## config.mk

```make
export PLATFORM = sky130hd
export DESIGN_NAME = pm_control_and_timeout_timer
export DESIGN_NICKNAME = d
export VERILOG_FILES = /design/src/core/pm_control_and_timeout_timer.v /design/src/core/minute_prescaler.v
export VERILOG_INCLUDE_DIRS = /design/src /design/src/pkg
export SDC_FILE = /design/constraint.sdc
export NUM_CORES = 1
export LEC_CHECK = 0
export BUFFER_PORTS_ARGS = -buffer_cell sky130_fd_sc_hd__buf_2
export CAP_MARGIN = 20
export CORE_ASPECT_RATIO = 0.9
export CORE_UTILIZATION = 45
export DETAILED_ROUTE_END_ITERATION = 7
export SLEW_MARGIN = 20
export SYNTH_ARGS = -nofsm -noshare
export SYNTH_HDL_FRONTEND = slang
export SYNTH_SLANG_ARGS = --single-unit
```

## constraint.sdc

```tcl
create_clock -name ref_clk -period 6.1 [get_ports ref_clk]
set_input_delay 0.915 -clock ref_clk [delete_from_list [all_inputs] [get_ports ref_clk]]
set_output_delay 0.915 -clock ref_clk [all_outputs]
set_load 0.1 [all_outputs]
```

## src/pkg/pm_ctrl_regs.vh

```
/*
 Register indexes, field positions, reset values and timing constants of the
 power-management control and time-out timer block.
 Assumes inclusion by bare name from the core files.
*/
`ifndef PM_CTRL_REGS_VH
`define PM_CTRL_REGS_VH

// Index and data port select
`define PORT_INDEX 1'b0
`define PORT_DATA 1'b1
`define INDEX_W 5

// Register indexes
`define IDX_TRISTATE 5'h02
`define IDX_CLKSRC 5'h03
`define IDX_FNCLK 5'h04
`define IDX_PERIOD 5'h05
`define IDX_TRIGEN 5'h06
`define IDX_WDSTAT 5'h07

// Reset values
`define RST_TRISTATE 8'h00
`define RST_FNCLK 8'h0E
`define RST_PERIOD 8'h00
`define RST_TRIGEN 8'h00
`define RST_INDEX 5'h00

// Writable masks
`define MASK_TRISTATE 8'h79
`define MASK_CLKSRC 8'h07
`define MASK_FNCLK 8'h0F
`define MASK_TRIGEN 8'h0F

// Override bits
`define TS_KBD 0
`define TS_FDC 3
`define TS_PP 4
`define TS_UART2 5
`define TS_UART1 6

// Clock source fields
`define CS_SRC_LO 0
`define CS_SRC_HI 1
`define CS_MULT_EN 2
`define CS_MULT_OK 7
`define SRC_24M 2'h0
`define SRC_RSVD 2'h1
`define SRC_48M 2'h2
`define SRC_MULT 2'h3

// Function clock fields
`define FC_TMR 0
`define FC_PP 1
`define FC_UART2 2
`define FC_UART1 3
`define FC_BUSY2 6
`define FC_BUSY1 7

// Trigger enable fields
`define TE_KBD 0
`define TE_MOUSE 1
`define TE_UART1 2
`define TE_UART2 3

// Time-out status bit
`define WS_OUT 0

// Timing
`define MINUTE_S 40'h0000_00003C
`define NS_PER_S 40'h00_3B9A_CA00
`define CLK_PERIOD_NS 40'h0000_00000A
`define MINUTE_CYCLES (`MINUTE_S * `NS_PER_S / `CLK_PERIOD_NS)

`endif

```

## src/core/pm_control_and_timeout_timer.v

```verilog
/*
 Power-management control registers behind an index/data pair, with
 tristate overrides, clock source and gating controls, and a minute time-out
 timer reloaded by enabled interrupt lines.
 Assumes all inputs synchronous to ref_clk; IRQ inputs are active-high levels
 already normalised from their configured polarity.
*/
`include "pm_ctrl_regs.vh"

module pm_control_and_timeout_timer #(
   parameter CNT_W = 40,
   parameter [CNT_W-1:0] MINUTE_CYCLES = `MINUTE_CYCLES
) (
   input wire ref_clk,
   input wire resetn,
   input wire softReset,
   input wire pmActivate,
   input wire clock_strap,
   input wire busCs,
   input wire busAddr,
   input wire busRd,
   input wire busWr,
   input wire [7:0] busWrData,
   output reg [7:0] busRdData,
   input wire kbdTriCfg,
   input wire fdcTriCfg,
   input wire ppTriCfg,
   input wire uart2TriCfg,
   input wire uart1TriCfg,
   input wire ppClkCfg,
   input wire uart2ClkCfg,
   input wire uart1ClkCfg,
   input wire uart2Busy,
   input wire uart1Busy,
   input wire multStable,
   input wire pmTimerStatusIn,
   input wire pmTimerIrqEnIn,
   input wire keyboardIrq,
   input wire mouseIrq,
   input wire uart1Irq,
   input wire uart2Irq,
   output reg keyboard_clock_hiz,
   output reg keyboard_data_hiz,
   output reg mouse_clock_hiz,
   output reg mouse_data_hiz,
   output reg fdcHiz,
   output reg ppHiz,
   output reg uart2Hiz,
   output reg uart1Hiz,
   output reg [1:0] clockSource,
   output reg multEnable,
   output reg ppClkEn,
   output reg uart2ClkEn,
   output reg uart1ClkEn,
   output reg pmTimerClkEn,
   output reg pm_timer_status,
   output reg pm_timer_irq_enable,
   output reg timeout_out_n
);

reg [1:0] rstPipe;
wire rstSyncN;
reg [`INDEX_W-1:0] index;
reg [7:0] tristate_override;
reg [7:0] clock_source_control;
reg [7:0] function_clock_control;
reg [7:0] timeout_period;
reg [7:0] reload_trigger_enable;
reg strapTaken;
reg [7:0] countdown;
reg running;
wire minuteTick;
wire dataWr;
wire dataRd;
wire pmClear;
wire trigger;
reg [7:0] readMux;
wire indexWr;
wire restartPs;

////////////////////////////////////////////////////////////////////////////////
// Reset synchroniser
always @(posedge ref_clk or negedge resetn) begin
   if (!resetn) begin
      rstPipe <= 2'h0;
   end else begin
      rstPipe <= {rstPipe[0], 1'b1};
   end
end
assign rstSyncN = rstPipe[1];

////////////////////////////////////////////////////////////////////////////////
// Strobes
assign indexWr = busCs && busWr && (busAddr == `PORT_INDEX);
assign dataWr = busCs && busWr && (busAddr == `PORT_DATA);
assign dataRd = busCs && busRd && (busAddr == `PORT_DATA);
assign pmClear = softReset || pmActivate;

function isWrite;
   input [`INDEX_W-1:0] idx;
   begin
      isWrite = dataWr && (index == idx);
   end
endfunction

function floatCtl;
   input override;
   input devCfg;
   begin
      floatCtl = override | devCfg;
   end
endfunction

function gateCtl;
   input enable;
   input devCfg;
   begin
      gateCtl = enable & devCfg;
   end
endfunction

////////////////////////////////////////////////////////////////////////////////
// Index register
always @(posedge ref_clk or negedge rstSyncN) begin
   if (!rstSyncN) begin
      index <= `RST_INDEX;
   end else if (indexWr) begin
      index <= busWrData[`INDEX_W-1:0];
   end
end

////////////////////////////////////////////////////////////////////////////////
// Control registers
always @(posedge ref_clk or negedge rstSyncN) begin
   if (!rstSyncN) begin
      tristate_override <= `RST_TRISTATE;
      function_clock_control <= `RST_FNCLK;
   end else begin
      if (isWrite(`IDX_TRISTATE)) begin
         tristate_override <= busWrData & `MASK_TRISTATE;
      end
      if (isWrite(`IDX_FNCLK)) begin
         function_clock_control <= busWrData & `MASK_FNCLK;
      end
   end
end

////////////////////////////////////////////////////////////////////////////////
// Clock source, strap taken once after reset
always @(posedge ref_clk or negedge rstSyncN) begin
   if (!rstSyncN) begin
      clock_source_control <= 8'h00;
      strapTaken <= 1'b0;
   end else if (!strapTaken) begin
      strapTaken <= 1'b1;
      clock_source_control[`CS_SRC_LO] <= ~clock_strap;
   end else if (isWrite(`IDX_CLKSRC)) begin
      clock_source_control <= busWrData & `MASK_CLKSRC;
   end
end

////////////////////////////////////////////////////////////////////////////////
// Period and trigger enables
always @(posedge ref_clk or negedge rstSyncN) begin
   if (!rstSyncN) begin
      timeout_period <= `RST_PERIOD;
      reload_trigger_enable <= `RST_TRIGEN;
   end else if (pmClear) begin
      timeout_period <= `RST_PERIOD;
      reload_trigger_enable <= `RST_TRIGEN;
   end else begin
      if (isWrite(`IDX_PERIOD)) begin
         timeout_period <= busWrData;
      end
      if (isWrite(`IDX_TRIGEN)) begin
         reload_trigger_enable <= busWrData & `MASK_TRIGEN;
      end
   end
end

////////////////////////////////////////////////////////////////////////////////
// Trigger detection on active IRQ level
assign trigger = (reload_trigger_enable[`TE_KBD] && keyboardIrq)
   || (reload_trigger_enable[`TE_MOUSE] && mouseIrq)
   || (reload_trigger_enable[`TE_UART1] && uart1Irq)
   || (reload_trigger_enable[`TE_UART2] && uart2Irq);

////////////////////////////////////////////////////////////////////////////////
// Minute prescaler, restarted on every reload
assign restartPs = (dataWr && (index == `IDX_PERIOD)) || (running && trigger);
minute_prescaler #(
   .CNT_W(CNT_W),
   .TICKS(MINUTE_CYCLES)
) uPrescaler (
   .ref_clk(ref_clk),
   .rstSyncN(rstSyncN),
   .run(running),
   .restart(restartPs),
   .tick(minuteTick)
);

////////////////////////////////////////////////////////////////////////////////
// Countdown
always @(posedge ref_clk or negedge rstSyncN) begin
   if (!rstSyncN) begin
      countdown <= 8'h00;
      running <= 1'b0;
      timeout_out_n <= 1'b1;
   end else if (pmClear) begin
      countdown <= 8'h00;
      running <= 1'b0;
      timeout_out_n <= 1'b1;
   end else if (isWrite(`IDX_PERIOD)) begin
      countdown <= busWrData;
      running <= (busWrData != 8'h00);
      timeout_out_n <= 1'b1;
   end else if (running && trigger) begin
      countdown <= timeout_period;
   end else if (running && minuteTick) begin
      countdown <= countdown - 8'h01;
      if (countdown == 8'h01) begin
         running <= 1'b0;
         timeout_out_n <= 1'b0;
      end
   end
end

////////////////////////////////////////////////////////////////////////////////
// Registered float controls
always @(posedge ref_clk or negedge rstSyncN) begin
   if (!rstSyncN) begin
      keyboard_clock_hiz <= 1'b0;
      keyboard_data_hiz <= 1'b0;
      mouse_clock_hiz <= 1'b0;
      mouse_data_hiz <= 1'b0;
      fdcHiz <= 1'b0;
      ppHiz <= 1'b0;
      uart2Hiz <= 1'b0;
      uart1Hiz <= 1'b0;
   end else begin
      keyboard_clock_hiz <= floatCtl(tristate_override[`TS_KBD], kbdTriCfg);
      keyboard_data_hiz <= floatCtl(tristate_override[`TS_KBD], kbdTriCfg);
      mouse_clock_hiz <= floatCtl(tristate_override[`TS_KBD], kbdTriCfg);
      mouse_data_hiz <= floatCtl(tristate_override[`TS_KBD], kbdTriCfg);
      fdcHiz <= floatCtl(tristate_override[`TS_FDC], fdcTriCfg);
      ppHiz <= floatCtl(tristate_override[`TS_PP], ppTriCfg);
      uart2Hiz <= floatCtl(tristate_override[`TS_UART2], uart2TriCfg);
      uart1Hiz <= floatCtl(tristate_override[`TS_UART1], uart1TriCfg);
   end
end

////////////////////////////////////////////////////////////////////////////////
// Registered clock controls
always @(posedge ref_clk or negedge rstSyncN) begin
   if (!rstSyncN) begin
      clockSource <= `SRC_24M;
      multEnable <= 1'b0;
      ppClkEn <= 1'b0;
      uart2ClkEn <= 1'b0;
      uart1ClkEn <= 1'b0;
      pmTimerClkEn <= 1'b0;
      pm_timer_status <= 1'b0;
      pm_timer_irq_enable <= 1'b0;
   end else begin
      clockSource <= clock_source_control[`CS_SRC_HI:`CS_SRC_LO];
      multEnable <= clock_source_control[`CS_MULT_EN];
      ppClkEn <= gateCtl(function_clock_control[`FC_PP], ppClkCfg);
      uart2ClkEn <= gateCtl(function_clock_control[`FC_UART2], uart2ClkCfg);
      uart1ClkEn <= gateCtl(function_clock_control[`FC_UART1], uart1ClkCfg);
      pmTimerClkEn <= function_clock_control[`FC_TMR];
      pm_timer_status <= gateCtl(function_clock_control[`FC_TMR], pmTimerStatusIn);
      pm_timer_irq_enable <= gateCtl(function_clock_control[`FC_TMR], pmTimerIrqEnIn);
   end
end

////////////////////////////////////////////////////////////////////////////////
// Read mux
always @* begin
   readMux = 8'h00;
   case (index)
      `IDX_TRISTATE: begin
         readMux = tristate_override;
      end
      `IDX_CLKSRC: begin
         readMux = clock_source_control;
         readMux[`CS_MULT_OK] = multStable;
      end
      `IDX_FNCLK: begin
         readMux = function_clock_control;
         readMux[`FC_BUSY2] = uart2Busy;
         readMux[`FC_BUSY1] = uart1Busy;
      end
      `IDX_PERIOD: begin
         readMux = timeout_period;
      end
      `IDX_TRIGEN: begin
         readMux = reload_trigger_enable;
      end
      `IDX_WDSTAT: begin
         readMux[`WS_OUT] = timeout_out_n;
      end
      default: begin
         readMux = 8'h00;
      end
   endcase
end

////////////////////////////////////////////////////////////////////////////////
// Read data register, index bits above the index width read zero
always @(posedge ref_clk or negedge rstSyncN) begin
   if (!rstSyncN) begin
      busRdData <= 8'h00;
   end else if (dataRd) begin
      busRdData <= readMux;
   end else if (busCs && busRd) begin
      busRdData <= {3'h0, index};
   end
end

endmodule // pm_control_and_timeout_timer

```

## src/core/minute_prescaler.v

```verilog
/*
 Prescaler that turns the core clock into a one-cycle decrement enable.
 Assumes a synchronous active-high restart and the block's synchronised reset.
*/
module minute_prescaler #(
   parameter CNT_W = 40,
   parameter [CNT_W-1:0] TICKS = 40'h0000_00000A
) (
   input wire ref_clk,
   input wire rstSyncN,
   input wire run,
   input wire restart,
   output reg tick
);

reg [CNT_W-1:0] count;

////////////////////////////////////////////////////////////////////////////////
// Count up to TICKS, restart on reload
always @(posedge ref_clk or negedge rstSyncN) begin
   if (!rstSyncN) begin
      count <= {CNT_W{1'b0}};
      tick <= 1'b0;
   end else if (restart || !run) begin
      count <= {CNT_W{1'b0}};
      tick <= 1'b0;
   end else if (count == TICKS - {{(CNT_W-1){1'b0}}, 1'b1}) begin
      count <= {CNT_W{1'b0}};
      tick <= 1'b1;
   end else begin
      count <= count + {{(CNT_W-1){1'b0}}, 1'b1};
      tick <= 1'b0;
   end
end

endmodule // minute_prescaler

```

==> impl_metrics.env, run 1 <==
export IMPL_grt_pass1_vias=3807
export IMPL_dp_final_hpwl_um=8230
export IMPL_worstPathBufferInverterCount=0
export IMPL_wl_um=11800
export IMPL_cap_violations=0
export IMPL_slowest_stage="nor4_4"
export IMPL_grt_pass1_wl_um=19400
export IMPL_syn_to_final_growth_pct=13.1
export IMPL_startpoint_type="flip-flop"
export IMPL_cts_htree_levels=3
export IMPL_synth_seq_cells=105
export IMPL_port_buffers=59
export IMPL_clk_path_buf_depth=2
export IMPL_finalSetupViolCount=0
export IMPL_synth_area_um2=5080
export IMPL_ant_nets=0
export IMPL_clock_latency_ns=0.36
export IMPL_yosysTopAreaCellShare_pct=49.8
export IMPL_gp_congestion=0.887
export IMPL_cts_resized=0
export IMPL_tightest_slew_ns=0.927
export IMPL_hp_class="input port to async pin"
export IMPL_ys_types=61
export IMPL_dr_total_vias=3920
export IMPL_dieArea_um2=11700
export IMPL_min_period_ns=2.74
export IMPL_finalHoldViolCount=0
export IMPL_slowest_delay_ns=0.81
export IMPL_drc=0
export IMPL_drive_above_1_share_pct=21.0
export IMPL_nets=580
export IMPL_rsz0062_at_grt="false"
export IMPL_crit_type="flip-flop to flip-flop"
export IMPL_row_count=36
export IMPL_drv_slew=0
export IMPL_wl_per_cell_um=16.8
export IMPL_cts_tree="done"
export IMPL_dp_slack_ns=3.12
export IMPL_async_reset_ff_share_pct=100
export IMPL_ys_warn_count=0
export IMPL_viasPerCell=5.60
export IMPL_core_um2=10900
export IMPL_holdBufCountCts=0
export IMPL_worst_path_most_repeated_cell="nand3_1"
export IMPL_finalWorstSetupSlack_ns=3.36
export IMPL_grt_usage_pct=21.8
export IMPL_cts_setup_buffers=0
export IMPL_yosysSeqAreaShare_pct=51.8
export IMPL_drtIter0Drc=254
export IMPL_synthCells=493
export IMPL_die_h_um=103
export IMPL_crit_path_max_fanout=19
export IMPL_powerDensity_nw_per_um2=286
export IMPL_cts_made_buffers=9
export IMPL_diodes=0
export IMPL_overflow=0
export IMPL_finalCritPeriodShare_pct=45.0
export IMPL_clk_transition_reported_paths_ns=0.07
export IMPL_synth_flop_cell="dfrtp_1"
export IMPL_synthTopCellsByArea="dfrtp_1, mux2_2, nor2_1"
export IMPL_synth_edf_count=0
export IMPL_worstSetupEndpointType="flip-flop"
export IMPL_cp_arrival_ns=3.00
export IMPL_cts_sinks=105
export IMPL_syn_avg_cell_area_um2=10.3
export IMPL_skew_ns=0.0113
export IMPL_critPathTopFamily="simple AND/OR/NAND/NOR gates"
export IMPL_pin_count=60
export IMPL_maxSlewHeadroom_pct=37.6
export IMPL_status="complete, no violations"
export IMPL_synth_area_leader_cell="dfrtp_1"
export IMPL_path_cells="nand3_1 > nor4_4 > nand3_1 > or4_1 > a21oi_1"
export IMPL_fmax_mhz=364
export IMPL_grt_max_degree=56
export IMPL_ir_worst_vdd_mv=0.204
export IMPL_antenna_found_initial=0
export IMPL_cp_required_ns=6.36
export IMPL_total_power_mw=1.64
export IMPL_detail_route_first_pass_iterations=4
export IMPL_tns_ns=0
export IMPL_fp_dieW_um=114
export IMPL_initial_core_util_pct=46.6
export IMPL_root_buffer="clkbuf_16"
export IMPL_p_leak_nw=2.49
[area by class of cell]
type	count	area (um2)
fill	1049	5150
tap	152	190
multi-input combinational	354	2280
inverter	13	48.8
clock buffer	11	253
sequential	105	2640
timing repair buffer	60	303
clock inverter	5	37.5
[synth_stat cells (4+ instances only)]
master,instances
a22o_1,4
mux2i_1,9
or2_2,6
or4_1,6
nand4_1,12
xor2_1,23
xnor2_1,10
nand3_1,24
dfstp_2,4
dfrtp_1,101
inv_1,13
nand2_1,44
nor4b_1,4
clkbuf_1,14
nor2b_1,4
and2_1,11
nor2_1,54
o21ai_0,12
a21oi_1,29
buf_6,4
nor3_1,5
nor4_1,11
mux2_2,20
a22oi_1,6
and3_1,7
o31ai_1,4
[kinds of logic (layout without fill, tap and decap cells)]
| logic type | count (synthesis) | after routing | synth area share, % |
|---|---|---|---|
| flops | 105 | 105 | 51.8 |
| other cells | 1 | 2 | 0.0738 |
| buf+inv | 35 | 89 | 3.40 |
| mux | 29 | 29 | 6.21 |
| fa+ha+maj | 3 | 3 | 0.739 |
| xor+xnor | 33 | 33 | 5.69 |
| compound gates | 81 | 81 | 10.5 |
| simple gates | 206 | 206 | 21.5 |
[metrics by stage]
stage                     area (um2)  util, %  cells  hold WS [ns]
after floorplan                 5080        -    494         0.331
after global placement          5460     50.0    684         0.344
after detailed placement        5460     50.0    684         0.337
after CTS                       5750     52.7    700         0.316
after global routing            5750     52.7    700         0.316
final                           5750     52.7    700         0.332
[registers in the layout (all words and copies together), names as in the netlist, 2 cells and up]
register / flops
clock_source_control: 3
function_clock_control: 4
tristate_override: 5
uPrescaler.count: 40
busRdData: 8
reload_trigger_enable: 4
countdown: 8
index: 5
clockSource: 2
timeout_period: 8
rstPipe: 2
[final timing paths]
check / depth (start not counted) / slack (ns) / start / end
setup / recovery: 5 / 3.36 / uPrescaler.count[10] / uPrescaler.count[39]
hold / removal: 1 / 0.33 / resetn / rstPipe[1]
setup reg to reg: 5 / 3.36 / uPrescaler.count[10] / uPrescaler.count[39]
hold reg to reg: 0 / 0.36 / rstPipe[1] / timeout_period[0]
max in group asynchronous: 1 / 4.60 / rstPipe[1] / timeout_period[6]
min in group ref_clk: 0 / 0.36 / rstPipe[0] / rstPipe[1]
[layer usage]
metal  global-route usage, %  part of all wire (%)
met1                    30.3                    47
met2                    34.2                    47
met3                    5.29                   4.3
met4                    6.59                  0.91
met5                       0                     0
[cells in the final DEF (no fill, tap or decap), types with 7 or more instances in the layout]
master | synthesis | routed
xor2_1 | 23 | 23
a21oi_1 | 29 | 29
and2_1 | 11 | 11
clkbuf_16 | 0 | 9
o21ai_0 | 12 | 12
nand2_1 | 44 | 44
nor4_1 | 11 | 11
mux2_2 | 20 | 20
nand3_1 | 24 | 24
dfrtp_1 | 101 | 100
and3_1 | 7 | 7
inv_1 | 13 | 13
nand4_1 | 12 | 12
nor2_1 | 54 | 54
mux2i_1 | 9 | 9
buf_2 | 0 | 59
xnor2_1 | 10 | 10
[power by group]
part,internal (mW),switching [mW],leakage [nW]
Clock,0.302,0.267,0.144
Sequential,0.742,0.0421,1.41
Combinational,0.0641,0.223,0.943
No activity file was read; power rests on OpenSTA's default activity.
==> inputs of run 2 (changes only) <==
Settings changed: ABC_AREA set to 1.
Clock period 6.1 ns to 2.8 ns, I/O delays scaled along.
==> impl_metrics.env, run 2 <==
export IMPL_syn_to_final_growth_pct=13.8
export IMPL_path_cells="inv_1 > nor2_4 > nand3_4 > nand2_4 > nor2_2 > inv_1 > nand3_1 > nand2_1"
export IMPL_regMostFlops="uPrescaler.count"
export IMPL_dp_cells=943
export IMPL_startpoint_type="flip-flop"
export IMPL_crit_type="flip-flop to flip-flop"
export IMPL_tns_ns=0
export IMPL_finalWorstSetupSlack_ns=0.815
export IMPL_ir_worst_vdd_mv=0.329
export IMPL_layoutNonFillerInstCount=960
export IMPL_drc=0
export IMPL_grt_pass1_wl_um=24000
export IMPL_powerDensity_nw_per_um2=611
export IMPL_synth_edf_count=0
export IMPL_ff2ff_path_depth=8
export IMPL_grt_pass1_vias=4491
export IMPL_cts_resized=0
export IMPL_holdBufCountCts=1
export IMPL_ys_warn_count=0
export IMPL_p_leak_nw=2.82
export IMPL_final_common_cell="nand2_1"
export IMPL_synthTopCellsByArea="dfrtp_1, nand2_1, nor2_1"
export IMPL_clk_path_buf_depth=2
export IMPL_initial_core_util_pct=46.1
export IMPL_finalCritPeriodShare_pct=70.9
export IMPL_cap_violations=0
export IMPL_cts_sinks=105
export IMPL_drv_slew=0
export IMPL_hp_class="input port to flip-flop"
export IMPL_cp_required_ns=3.04
export IMPL_slowest_stage="dfrtp_1"
export IMPL_wl_met3_um=1050
export IMPL_finalHoldViolCount=0
export IMPL_ant_nets=0
export IMPL_cts_htree_levels=3
export IMPL_drt_met1_wl_um=7590
export IMPL_reg2reg_setup_slack_ns=0.82
export IMPL_maxSlewHeadroom_pct=64.6
export IMPL_core_um2=12100
export IMPL_port_buffers=59
export IMPL_min_from="uart2ClkCfg"
export IMPL_synthCells=731
export IMPL_antenna_found_initial=0
export IMPL_p_comb_share_pct=21.3
export IMPL_synth_flop_cell="dfrtp_1"
export IMPL_min_period_ns=1.98
export IMPL_cp_arrival_ns=2.23
export IMPL_switchingPower_mw=1.31
export IMPL_dp_final_hpwl_um=11500
export IMPL_worst_path_most_repeated_cell="inv_1"
export IMPL_r2r_end="countdown[2]"
export IMPL_clk_transition_reported_paths_ns=0.07
export IMPL_routed_wl_met2_um=5850
export IMPL_wl_per_cell_um=15.3
export IMPL_top_layer="met4"
export IMPL_die_h_um=108
export IMPL_synth_commonest_cells="nand2_1, nor2_1, dfrtp_1, inv_1, nand3_1"
export IMPL_grt_usage_pct=24.7
export IMPL_p_seq_share_pct=45.6
export IMPL_dieArea_um2=12800
export IMPL_gp_congestion=0.930
export IMPL_drtIter0Drc=404
export IMPL_skew_ns=0.00748
export IMPL_hold_end="uart2ClkEn"
export IMPL_root_buffer="clkbuf_16"
export IMPL_fmax_mhz=504
export IMPL_detail_route_first_pass_iterations=5
export IMPL_pin_count=60
export IMPL_row_count=38
export IMPL_largest_register_ffs=40
export IMPL_worstPathBufferInverterCount=2
export IMPL_tightest_slew_ns=0.529
export IMPL_overflow=0
export IMPL_grt_max_degree=66
export IMPL_yosysTopAreaCellShare_pct=45.4
export IMPL_synth_most_common_cell="nand2_1"
export IMPL_reg2reg_from="index[0]"
export IMPL_holdPathStages=3
export IMPL_fp_dieW_um=119
export IMPL_clock_latency_ns=0.36
export IMPL_wl_um=14700
export IMPL_status="complete, no violations"
export IMPL_cts_made_buffers=9
export IMPL_worstSetupEndpointType="flip-flop"
export IMPL_yosysSeqAreaShare_pct=47.3
export IMPL_synth_area_leader_cell="dfrtp_1"
export IMPL_diodes=0
export IMPL_p_int_mw=2.56
export IMPL_viasPerCell=5.15
export IMPL_synth_seq_cells=105
export IMPL_crit_path_max_fanout=15
export IMPL_synth_area_um2=5570
export IMPL_cts_setup_buffers=0
export IMPL_async_reset_ff_share_pct=100
export IMPL_nets=832
export IMPL_syn_avg_cell_area_um2=7.62
export IMPL_p_sw_share_pct=33.8
export IMPL_cts_tree="done"
export IMPL_clockPowerShare_pct=33.1
export IMPL_slowest_delay_ns=0.51
export IMPL_whs_ns=0.245
export IMPL_finalSetupViolCount=0
export IMPL_most_common_layout_cells="nand2_1, nor2_1, dfrtp_1"
export IMPL_critPathTopFamily="simple AND/OR/NAND/NOR gates"
export IMPL_drive_above_1_share_pct=13.3
export IMPL_dp_slack_ns=0.734
export IMPL_ys_types=41
export IMPL_rsz0062_at_grt="false"
export IMPL_dr_total_vias=4946
==> run 2: cell types whose count changed in the layout (fill, tap and decap cells not counted), sizes merged, moves of 6 or more <==
cell	before	now
a21oi	29	17
a22oi	6	0
and2	11	1
and3	7	0
inv	15	71
mux2	20	1
mux2i	9	0
nand2	44	207
nand3	27	67
nor2	54	146
nor4	12	1
o21ai	12	30
or4	7	0
==> run 2: layout make-up <==
class                      count  area (um2)
clock inverter                 2        37.5
multi-input combinational    546        2600
clock buffer                  14         264
inverter                      71         267
sequential                   105        2640
fill                        1213        5740
timing repair buffer          62         333
tap                          160         200
==> run 2: worst max-delay path by stage <==
stage	cells past startpoint	to	slack [ns]	from
3_3_place_gp	9	countdown[6]	0.84	mouseIrq
2_1_floorplan	1	keyboard_data_hiz	1.02	mouse_data_hiz
3_5_place_dp	9	countdown[1]	0.73	mouseIrq
4_1_cts	8	countdown[2]	0.81	index[0]
5_1_grt	8	uPrescaler.count[24]	0.64	index[3]
6_report	8	countdown[2]	0.82	index[0]
==> run 2: per-stage QoR <==
step           cell area [um2]  utilization, %  power (mW)
3_5_place_dp              6020            49.9        2.62
2_1_floorplan             5570               -        2.44
4_1_cts                   6330            52.5        3.90
5_1_grt                   6330            52.5        4.03
3_3_place_gp              6020            49.9        2.62
6_report                  6330            52.5        3.87
==> run 2: worst reg2reg max path, delay by kind of cell (launching register included) <==
| kind | cells | cell delay (ns) |
|---|---|---|
| buffers and inverters | 2 | 0.35 |
| AND/OR/NAND/NOR | 6 | 1.01 |
| flip-flops | 1 | 0.51 |
==> run 2: logic make-up after synthesis <==
| family | Yosys count | share of synthesized area (%) |
|---|---|---|
| buffers and inverters | 81 | 6.13 |
| other | 1 | 0.0674 |
| adder cells (fa/ha/maj) | 3 | 0.674 |
| AO/OA/AOI/OAI | 61 | 6.38 |
| AND/OR/NAND/NOR | 450 | 34.7 |
| flip-flops | 105 | 47.3 |
| multiplexers | 1 | 0.202 |
| XOR/XNOR | 29 | 4.56 |
==> run 2: metal layers <==
metal  up-vias  global-route usage [%]
met5         -                       0
met4         0                    6.78
met2       166                    33.0
met3        11                    4.08
li1       2444                       -
met1      2325                    40.0
==> run 2: power by group through the flow <==
stage | combinational (mW) | clock (mW) | sequential (mW)
floorplan | 0.351 | 0 | 2.09
global placement | 0.823 | 0 | 1.80
detailed placement | 0.823 | 0 | 1.80
CTS | 0.826 | 1.31 | 1.77
global route | 0.884 | 1.36 | 1.79
finish | 0.825 | 1.28 | 1.77
